`src/verilog/meb_pkg.sv`:
```
// Purpose: Shared constants and types of the external memory bus sequencer.
// Assumes: One oscillator period is one clk cycle; a bus slot is six cycles.
// Notes: Phase numbers count from zero at the start of each slot.
package meb_pkg;

	localparam logic [2:0]  MEB_PH_LAST     = 3'h5;
	localparam logic [2:0]  MEB_ALE_END     = 3'h2;
	localparam logic [2:0]  MEB_ADDR_END    = 3'h2;
	localparam logic [2:0]  MEB_PROGRAM_STORE_STROBE_N_START  = 3'h2;
	localparam logic [2:0]  MEB_PROGRAM_STORE_STROBE_N_END    = 3'h5;
	localparam logic [2:0]  MEB_RD_END      = 3'h5;
	localparam logic [2:0]  MEB_WR_START    = 3'h1;
	localparam logic [2:0]  MEB_WR_END      = 3'h4;
	localparam logic [15:0] MEB_ROM_LIMIT   = 16'h1000;
	localparam logic [7:0]  MEB_LATCH_RESET = 8'hff;
	localparam logic [2:0]  MEB_VERIFY_P2   = 3'h0;

	typedef enum logic [1:0] {
		MEB_OP_FETCH,
		MEB_OP_READ,
		MEB_OP_WRITE
	} meb_op_t;

	typedef enum logic [2:0] {
		MEB_SLOT_IDLE,
		MEB_SLOT_IFETCH,
		MEB_SLOT_XFETCH,
		MEB_SLOT_DADDR,
		MEB_SLOT_DRD,
		MEB_SLOT_DWR
	} meb_slot_t;

	typedef struct packed {
		meb_op_t     op;
		logic [15:0] addr;
		logic [7:0]  wdata;
	} meb_req_t;

	typedef struct packed {
		logic       is_code;
		logic [7:0] data;
	} meb_resp_t;

	typedef struct packed {
		logic       rst;
		logic       ea;
		logic       ale;
		logic       program_store_strobe_n_n;
		logic [7:0] p0;
		logic [7:0] p1;
		logic [7:0] p2;
	} meb_pins_t;

	typedef struct packed {
		logic [7:0] o;
		logic [7:0] oe;
	} meb_port_t;

endpackage

```
`src/verilog/meb_rom.sv`:
```
// Purpose: Internal program store, four kilobytes, registered read data.
// Assumes: Contents are fixed at manufacture.
// Notes: The pattern below stands in for the customer mask contents.
`timescale 1ns/1ps
module meb_rom (
	input  wire logic        clk,
	input  wire logic        reset_n,
	input  wire logic [11:0] addr,
	output logic      [7:0]  rdata_r
);
	import meb_pkg::*;

	logic [7:0] rdata_nxt;

	always_comb begin
		rdata_nxt = addr[7:0] ^ {addr[11:8], addr[11:8]};
	end

	always_ff @(posedge clk or negedge reset_n) begin
		if (!reset_n) begin
			rdata_r <= 8'h00;
		end else begin
			rdata_r <= rdata_nxt;
		end
	end

endmodule // meb_rom

```
`src/verilog/meb_bus.sv`:
```
// Purpose: External memory bus sequencer with strobes and ROM verification.
// Assumes: clk is the oscillator; all pins are asynchronous to it.
// Notes: Pin inputs pass two flip-flops, so samples lag the pins by two cycles.
`timescale 1ns/1ps
module meb_bus (
	input  wire logic              clk,
	input  wire logic              reset_n,
	input  wire logic              reset_standby_pin,
	input  wire logic              external_fetch_select,
	input  wire logic              ale_i,
	output logic                   ale_o,
	output logic                   ale_oe,
	input  wire logic              program_store_strobe_n_i,
	output logic                   program_store_strobe_n_o,
	output logic                   program_store_strobe_n_oe,
	input  wire logic [7:0]        mux_addr_data_port_i,
	output meb_pkg::meb_port_t     mux_addr_data_port,
	input  wire logic [7:0]        verify_low_address_port_i,
	input  wire logic [7:0]        high_address_port_i,
	output meb_pkg::meb_port_t     high_address_port,
	output logic      [7:0]        alt_function_port_o,
	input  wire logic [7:0]        port2_latch,
	input  wire logic [7:0]        port3_latch,
	input  wire logic              req_valid,
	input  wire meb_pkg::meb_req_t req,
	output logic                   req_ready,
	output logic                   resp_valid,
	output meb_pkg::meb_resp_t     resp,
	output logic                   in_reset,
	output logic                   verify_mode
);
	import meb_pkg::*;

	meb_pins_t  pins_raw;
	meb_pins_t  pins_meta_r;
	meb_pins_t  pins_sync_r;
	logic       hold;
	logic       take;
	logic       verify_nxt;
	logic       verify_r;
	logic [2:0] phase_nxt;
	logic [2:0] phase_r;
	meb_slot_t  slot_nxt;
	meb_slot_t  slot_r;
	logic [15:0] addr_nxt;
	logic [15:0] addr_r;
	logic [7:0] wdata_nxt;
	logic [7:0] wdata_r;
	logic       is_wr_nxt;
	logic       is_wr_r;
	logic       resp_valid_nxt;
	logic       resp_valid_r;
	meb_resp_t  resp_nxt;
	meb_resp_t  resp_r;
	logic       ale_nxt;
	logic       ale_r;
	logic       program_store_strobe_n_n_nxt;
	logic       program_store_strobe_n_n_r;
	logic       rd_n_nxt;
	logic       rd_n_r;
	logic       wr_n_nxt;
	logic       wr_n_r;
	meb_port_t  p0_nxt;
	meb_port_t  p0_r;
	meb_port_t  p2_nxt;
	meb_port_t  p2_r;
	logic       ext_nxt;
	logic [11:0] rom_addr;
	logic [7:0] rom_rdata;

	assign pins_raw = '{rst: reset_standby_pin, ea: external_fetch_select, ale: ale_i,
		program_store_strobe_n_n: program_store_strobe_n_i, p0: mux_addr_data_port_i,
		p1: verify_low_address_port_i, p2: high_address_port_i};

	always_ff @(posedge clk or negedge reset_n) begin
		if (!reset_n) begin
			pins_meta_r <= '0;
			pins_sync_r <= '0;
		end else begin
			pins_meta_r <= pins_raw;
			pins_sync_r <= pins_meta_r;
		end
	end

	assign hold = pins_sync_r.rst;
	// A new request starts only at a slot boundary; the data slot must follow its address slot.
	assign req_ready = !hold && (phase_r == MEB_PH_LAST) && (slot_r != MEB_SLOT_DADDR);
	assign take = req_valid && req_ready;

	assign rom_addr = verify_r ? {pins_sync_r.p2[3:0], pins_sync_r.p1} : addr_r[11:0];

	meb_rom u_rom (
		.clk     (clk),
		.reset_n (reset_n),
		.addr    (rom_addr),
		.rdata_r (rom_rdata)
	);

	always_comb begin
		// rest in last phase
		// Resting in the last phase gives the first latch strobe after any reset its full width.
		phase_nxt      = hold ? MEB_PH_LAST : (phase_r == MEB_PH_LAST) ? 3'h0 : phase_r + 3'h1;
		slot_nxt       = slot_r;
		addr_nxt       = addr_r;
		wdata_nxt      = wdata_r;
		is_wr_nxt      = is_wr_r;
		resp_valid_nxt = 1'b0;
		resp_nxt       = resp_r;
		verify_nxt = hold && pins_sync_r.ea && pins_sync_r.ale && !pins_sync_r.program_store_strobe_n_n
			&& (pins_sync_r.p2[6:4] == MEB_VERIFY_P2);
		if (hold) begin
			slot_nxt = MEB_SLOT_IDLE;
		end else if (phase_r == MEB_PH_LAST) begin
			if (slot_r == MEB_SLOT_IFETCH) begin
				resp_valid_nxt = 1'b1;
				resp_nxt       = '{is_code: 1'b1, data: rom_rdata};
			end else if (slot_r == MEB_SLOT_XFETCH || slot_r == MEB_SLOT_DRD) begin
				resp_valid_nxt = 1'b1;
				resp_nxt       = '{is_code: slot_r == MEB_SLOT_XFETCH, data: pins_sync_r.p0};
			end
			if (slot_r == MEB_SLOT_DADDR) begin
				slot_nxt = is_wr_r ? MEB_SLOT_DWR : MEB_SLOT_DRD;
			end else if (take) begin
				addr_nxt  = req.addr;
				wdata_nxt = req.wdata;
				is_wr_nxt = (req.op == MEB_OP_WRITE);
				if (req.op == MEB_OP_FETCH) begin
					if (pins_sync_r.ea && req.addr < MEB_ROM_LIMIT) begin
						slot_nxt = MEB_SLOT_IFETCH;
					end else begin
						slot_nxt = MEB_SLOT_XFETCH;
					end
				end else begin
					slot_nxt = MEB_SLOT_DADDR;
				end
			end else begin
				slot_nxt = MEB_SLOT_IDLE;
			end
		end
	end

	always_comb begin
		ext_nxt = (slot_nxt == MEB_SLOT_XFETCH) || (slot_nxt == MEB_SLOT_DADDR)
			|| (slot_nxt == MEB_SLOT_DRD) || (slot_nxt == MEB_SLOT_DWR);
		ale_nxt = !hold && (phase_nxt < MEB_ALE_END)
			&& (slot_nxt != MEB_SLOT_DRD) && (slot_nxt != MEB_SLOT_DWR);
		program_store_strobe_n_n_nxt = !((slot_nxt == MEB_SLOT_XFETCH) && (phase_nxt >= MEB_PROGRAM_STORE_STROBE_N_START)
			&& (phase_nxt < MEB_PROGRAM_STORE_STROBE_N_END));
		rd_n_nxt = !((slot_nxt == MEB_SLOT_DRD) && (phase_nxt < MEB_RD_END));
		wr_n_nxt = !((slot_nxt == MEB_SLOT_DWR) && (phase_nxt >= MEB_WR_START)
			&& (phase_nxt < MEB_WR_END));
		p0_nxt = '{o: 8'h00, oe: 8'h00};
		if (verify_nxt) begin
			p0_nxt = '{o: rom_rdata, oe: 8'hff};
		end else if ((slot_nxt == MEB_SLOT_XFETCH || slot_nxt == MEB_SLOT_DADDR)
			&& phase_nxt < MEB_ADDR_END) begin
			p0_nxt = '{o: addr_nxt[7:0], oe: 8'hff};
		end else if (slot_nxt == MEB_SLOT_DWR) begin
			p0_nxt = '{o: wdata_nxt, oe: 8'hff};
		end
		p2_nxt = '{o: ext_nxt ? addr_nxt[15:8] : port2_latch, oe: {8{!hold}}};
	end

	always_ff @(posedge clk or negedge reset_n) begin
		if (!reset_n) begin
			phase_r      <= MEB_PH_LAST;
			slot_r       <= MEB_SLOT_IDLE;
			addr_r       <= 16'h0000;
			wdata_r      <= 8'h00;
			is_wr_r      <= 1'b0;
			resp_valid_r <= 1'b0;
			resp_r       <= '0;
			verify_r     <= 1'b0;
			ale_r        <= 1'b0;
			program_store_strobe_n_n_r     <= 1'b1;
			rd_n_r       <= 1'b1;
			wr_n_r       <= 1'b1;
			p0_r         <= '0;
			p2_r         <= '{o: MEB_LATCH_RESET, oe: 8'h00};
		end else begin
			phase_r      <= phase_nxt;
			slot_r       <= slot_nxt;
			addr_r       <= addr_nxt;
			wdata_r      <= wdata_nxt;
			is_wr_r      <= is_wr_nxt;
			resp_valid_r <= resp_valid_nxt;
			resp_r       <= resp_nxt;
			verify_r     <= verify_nxt;
			ale_r        <= ale_nxt;
			program_store_strobe_n_n_r     <= program_store_strobe_n_n_nxt;
			rd_n_r       <= rd_n_nxt;
			wr_n_r       <= wr_n_nxt;
			p0_r         <= p0_nxt;
			p2_r         <= p2_nxt;
		end
	end

	// Latch and program strobe pins float while the reset pin is high so a tester can drive them for verification.
	assign ale_o                     = ale_r;
	assign ale_oe                    = !hold;
	assign program_store_strobe_n_o  = program_store_strobe_n_n_r;
	assign program_store_strobe_n_oe = !hold;
	assign mux_addr_data_port        = p0_r;
	assign high_address_port         = p2_r;
	assign resp_valid                = resp_valid_r;
	assign resp                      = resp_r;
	assign in_reset                  = hold;
	assign verify_mode               = verify_r;

	always_comb begin
		alt_function_port_o    = port3_latch;
		alt_function_port_o[6] = port3_latch[6] & wr_n_r;
		alt_function_port_o[7] = port3_latch[7] & rd_n_r;
	end
endmodule // meb_bus

```
`config.mk`:
```
export PLATFORM = sky130hd
export DESIGN_NAME = meb_bus
export DESIGN_NICKNAME = d
export VERILOG_FILES = /design/src/verilog/meb_pkg.sv /design/src/verilog/meb_rom.sv /design/src/verilog/meb_bus.sv
export SDC_FILE = /design/constraint.sdc
export NUM_CORES = 1
export LEC_CHECK = 0
export BUFFER_PORTS_ARGS = -buffer_cell sky130_fd_sc_hd__buf_2
export CORE_MARGIN = 2
export CORE_UTILIZATION = 37
export CTS_CLUSTER_DIAMETER = 40
export DETAILED_ROUTE_END_ITERATION = 7
export PLACE_DENSITY = 0.71
export SLEW_MARGIN = 20
export SYNTH_ARGS = -nofsm -noshare
export SYNTH_HDL_FRONTEND = slang
export SYNTH_SLANG_ARGS = --single-unit
```
`constraint.sdc`:
```
create_clock -name clk -period 2.6 [get_ports clk]
set_clock_uncertainty 0.15 [all_clocks]
set_input_delay 0.26 -clock clk [delete_from_list [all_inputs] [get_ports clk]]
set_output_delay 0.26 -clock clk [all_outputs]
set_load 0.01 [all_outputs]
```
After elaboration in Yosys (flattened, before gate mapping). Cells that the tools add are included.

Flip-flop bits (word level): 133. Bits of input ports: 73. Logic and storage cells: 116. Output and inout port bits: 57.

$add $sub $neg: 1. Reduce and logical (&&, ||, !) cells: 31. Muxes and demuxes: 28. Order comparisons: 6. Eq/ne operators: 13. Bitwise logic cells: 5.

Operators with widths (number): $mux 16 (7); $mux 8 (5); $mux 3 (7); $mux 9 (2); $logic_and 1x1->1 (17); $lt 16x13->1 const B (1); $eq 3x2->1 const B (4); $eq 3x3->1 const B (4); $mux 12 (1); $xor 8x8->8 (1); $lt 3x3->1 const B (2); $ne 3x3->1 const B (2); $logic_not 1->1 (5); $mux 1 (5); $logic_or 1x1->1 (4); $reduce_and 4->1 (1); $add 3x1->3 const B (1); $eq 3x1->1 const B (1); $ge 3x1->1 const B (1); $ge 3x2->1 const B (1); $logic_not 3->1 (1); $lt 3x2->1 const B (1); $ne 3x2->1 const B (1); $reduce_and 3->1 (1); 6 further kinds (8).

Longest topological paths before layout.
Depth in word-level cells: 13. Depth in mapped cells: 8. Mapped depth without buffers: 5.

By module. Synthesis repeated with hierarchy kept, for this count alone.

Cells, all modules: 342. Area total of the unflattened synthesis: 4638.2 µm².

By module, submodules not included: meb_bus (cells each 326, times used 1, area an instance 4367.9 µm², seq. area each 2969.1 µm²); meb_rom (cells each 16, times used 1, area an instance 270.3 µm², seq. area each 200.2 µm²).

Least setup slack after synthesis. No wires, ideal clock.

Path type: register to register. Start point: register phase_r[2]. End point: register p2_r (netlist bit high_address_port[14]). Library setup time: 82 ps. Data required time: 2368 ps. Arrival: 1917 ps. Clock period less this slack: 2149 ps. Path buffers: 3. Slack: 451 ps. Stages on the path, launching flop included: 8. Cells stage by stage: dfstp_2 -> buf_2 -> nand3b_2 -> nor4b_4 -> buf_6 -> buf_6 -> mux2_4 -> mux2_4.

RTL lines: start: declaration (RTL line meb_bus.sv:42) `logic [2:0] phase_r;`; start signal: assignment (RTL line meb_bus.sv:181) `phase_r <= phase_nxt;`; end signal: assignment (RTL line meb_bus.sv:179) `p2_r <= '{o: MEB_LATCH_RESET, oe: 8'h00};`; end signal: assignment (RTL line meb_bus.sv:194) `p2_r <= p2_nxt;`; end: declaration (RTL line meb_bus.sv:66) `meb_port_t p2_r;`.

Worst setup path in the final report.
Start point: register slot_r[1]. End point: register addr_r[5].

Longest elaborated chain between the ends: 7. Elaborated cells between the ends (all ways): 8. Classes of those cells: eq/ne (2); mux (4); reduce/logical (2).

RTL lines: start: declaration (RTL line meb_bus.sv:44) `meb_slot_t slot_r;`; start signal: assignment (RTL line meb_bus.sv:182) `slot_r <= slot_nxt;`; $ne 3x2->1 (RTL line meb_bus.sv:87) `assign req_ready = !hold && (phase_r == MEB_PH_LAST) && (slot_r != MEB_SLOT_DADDR);`; $logic_and 1x1->1 (RTL line meb_bus.sv:87); $logic_and 1x1->1 (RTL line meb_bus.sv:88) `assign take = req_valid && req_ready;`; $mux 16 (RTL line meb_bus.sv:123) `end else if (take) begin`; $mux 16 (*) (RTL line meb_bus.sv:121) `if (slot_r == MEB_SLOT_DADDR) begin`; $mux 16 (*) (RTL line meb_bus.sv:113) `end else if (phase_r == MEB_PH_LAST) begin`; $mux 16 (*) (RTL line meb_bus.sv:111) `if (hold) begin`; via addr_nxt[5] (RTL line meb_bus.sv:45) `logic [15:0] addr_nxt;`; end signal: assignment (RTL line meb_bus.sv:183) `addr_r <= addr_nxt;`; end: declaration (RTL line meb_bus.sv:46) `logic [15:0] addr_r;`.

The timed path passes the listed nets; every way through them passes the cells marked *. A chain may end at the register's enable or synchronous reset.

==> summary.txt <==
Synth
  – Asr flop ratio synth: 1.000
  – Yosys top cell area share: 0.5790
  – Syn Inst Count: 349
  – Syn avg cell area: 13.99 sq um
  – Dominant cells by area after synthesis: dfrtp_1 (58%), dfstp_2 (7.0%), buf_4 (3.5%)
  – Number of synthesized flops with an enable pin: 0
  – Post-synth top area cell: dfrtp_1
  – Number of synthesized register bits: 126
  – Post-Synthesis Cell Area: 4883 sq um
  – Syn_nets: 422
  – Synth top cells by count: dfrtp_1 (113), nand2_1 (31), buf_4 (23)
  – Yosys warnings: 0
  – Count leader, synth: dfrtp_1
  – Distinct cells, synth: 47
  – Sequential cell area fraction in the yosys report: 0.6490
  – Top_reg_cell synth: dfrtp_1

Timing
  – Relative slew slack: 0.5636
  – Final setup vio count: 0
  – Setup TNS Final: 0 ps
  – Minimum clock period: 2327 ps
  – Max Clock Freq: 429.7 MHz
  – Period utilization: 0.8950
  – Worst-Margin Slew: 651.8 ps
  – Final hold violations: 0
  – RSZ-0062 raised after global routing: false
  – Pins over their slew limit: 0

Clock tree
  – CTS resizes: 0
  – Post-CTS Setup Repair Bufs: 0
  – Root buffer cell: clkbuf_16
  – CTS Hold Buffers Added: 62
  – CTS Buf Count: 17
  – CTS H-tree depth: 4
  – Clock tree from TritonCTS: built
  – Clock Latency Late Sink: 400 ps
  – Clk slew on worst S/H paths: 50 ps
  – Clock buffer depth: 2
  – TritonCTS Sinks: 126

Floorplanning
  – Die ar.: 14,130 sq um
  – Site Rows: 41
  – I/O pin count: 130
  – Core box area: 12,770 sq um
  – Initial core utilization: 0.3823
  – Die Ht: 118.9 um
  – Die Width: 118.9 um

Worst setup path
  – Crit. End Element: flop
  – Critical path arrival: 2460 ps
  – FF-to-FF setup slack: 270 ps
  – R2R Path End: addr_r[5]
  – CP Launch Type: flop
  – Critical Path RT: 2730 ps
  – Worst Setup SP: slot_r[1]
  – Maximum fanout along the worst path: 13
  – R2R depth: 5
  – R2R Path Start: slot_r[1]
  – WS Path Type: flop to flop

Hold path
  – Hold_sp: req[24]
  – Worst Hold Class: input port to flop
  – WHS Endpoint: slot_r[1]
  – Hold path depth: 4

Detailed routing
  – Vias/cell: 4.501
  – DR vias: 3,164
  – Final ANT Viol Nets: 0
  – Wirelength per Cell: 15.26 um
  – First DRT Iteration DRCs: 140
  – Overall routed net length: 10,730 um
  – Drt first pass iters: 4
  – DRC errors left: 0

Global route
  – Largest net degree at the start of global routing: 90
  – First-pass GRT wire length: 17,370 um
  – Initial antenna violation count: 0
  – Remaining global-route overflow: 0
  – Gr usage total: 0.1601
  – Vias in the first global route: 3,430

Power and ir drop
  – PD cells: 838.1 nW/um^2
  – LEAKAGE: 3.136 nW
  – Worst VDD drop: 0.3375 mV

Final layout
  – Nets@finish: 591
  – ANT cells: 0
  – Layout area overhead: 38.07%
  – Finished Core Util: 0.5279
  – Layout cells sized above 1: 0.3804

Placement
  – Hpwl dp: 7124 um
  – Number of buffer cells added on primary ports: 116
  – RePlAce Congestion: 0.8091

Job
  – MaxCap Viol Count: 0

Status
  – Status: complete, no violations
flip-flops by register name (all words and copies together) (netlist names):
name / count
high_address_port: 9
verify_mode: 1
pins_sync_r: 26
wr_n_r: 1
ale_o: 1
resp: 9
addr_r: 16
in_reset: 1
pins_meta_r: 27
slot_r: 3
program_store_strobe_n_o: 1
rd_n_r: 1
resp_valid: 1
phase_r: 3
u_rom.rdata_r: 8
mux_addr_data_port: 9
is_wr_r: 1
wdata_r: 8
worst max-delay path by stage:
stage	endpoint	slack, ps
final	addr_r[5]	270
after global routing	mux_addr_data_port[14]	180
after CTS	addr_r[5]	270
after detailed placement	addr_r[5]	300
after global placement	addr_r[0]	350
after floorplan	high_address_port[14]	450
cell families (layout without fill, tap and decap cells):
kind of cell	Yosys count	count (layout)	share of synthesized area
simple gates	64	64	0.07456
xor+xnor	17	17	0.03049
mux	41	41	0.09967
compound gates	49	49	0.07968
buf+inv	52	234	0.06661
flops	126	126	0.6490
through the flow:
step	cells	area (sq um)	hold WS, ps	total power, mW	setup slack (ps)
after floorplan	349	4883	-185.6	2.908	450.7
after global placement	608	5507	97.96	3.178	351.3
after detailed placement	608	5507	112.4	3.216	299.1
after CTS	702	6738	55.32	5.697	269.5
after global routing	703	6743	84.28	5.913	181.2
final	703	6743	74.25	5.651	272.9
routing by layer:
metal / vias to the layer above / GRT usage / part of all wire
met2: 88 / 0.2748 / 0.52
met1: 1553 / 0.1880 / 0.41
met3: 17 / 0.03879 / 0.040
met5: - / 0 / 0
met4: 0 / 0.07738 / 0.023
li1: 1506 / - / -
worst max-delay path: stages, from the launching register on:
cell and delay, ps:
dfrtp_1 490, and3b_4 280, nor4b_4 400, buf_4 290, buf_4 240, mux2_1 350
cell type report:
cell class	instances	area, sq um
Timing Repair Buffer	188	1301
Multi-Input combinational cell	171	1394
Clock inverter	10	136.4
Clock buffer	22	474.2
Inverter	14	52.55
Sequential cell	126	3169
Tap cell	172	215.2
Fill cell	1048	6031
layout by cell type, fill, tap and decap left out, types with 2 or more instances in the layout:
cell	synthesis	routed
nand3_1	2	2
xnor2_1	8	8
nor3_1	5	5
buf_2	4	116
a22oi_1	8	8
clkbuf_16	0	17
clkinv_2	0	3
o21ai_0	18	18
clkinvlp_4	0	3
dfrtp_1	113	113
clkbuf_1	4	2
mux2_4	9	9
xor2_1	9	9
clkbuf_8	0	3
nor2_1	8	8
mux2i_1	16	16
nand2_1	31	31
bufinv_16	0	3
mux2_1	8	8
inv_1	14	14
buf_4	23	8
o211ai_1	3	3
o221ai_2	8	8
buf_12	0	2
dfstp_2	13	13
a21oi_1	5	5
mux2_2	7	7
and2_1	2	2
dlygate4sd3_1	0	62
nand3b_1	3	3
report_power, final:
| group | internal (mW) | switching (mW) | leakage [nW] | total [mW] |
|---|---|---|---|---|
| Clock | 1.58 | 0.821 | 0.292 | 2.40 |
| Combinational | 0.397 | 0.369 | 1.34 | 0.766 |
| Sequential | 2.28 | 0.203 | 1.50 | 2.48 |
No activity file was read; power rests on OpenSTA's default activity.
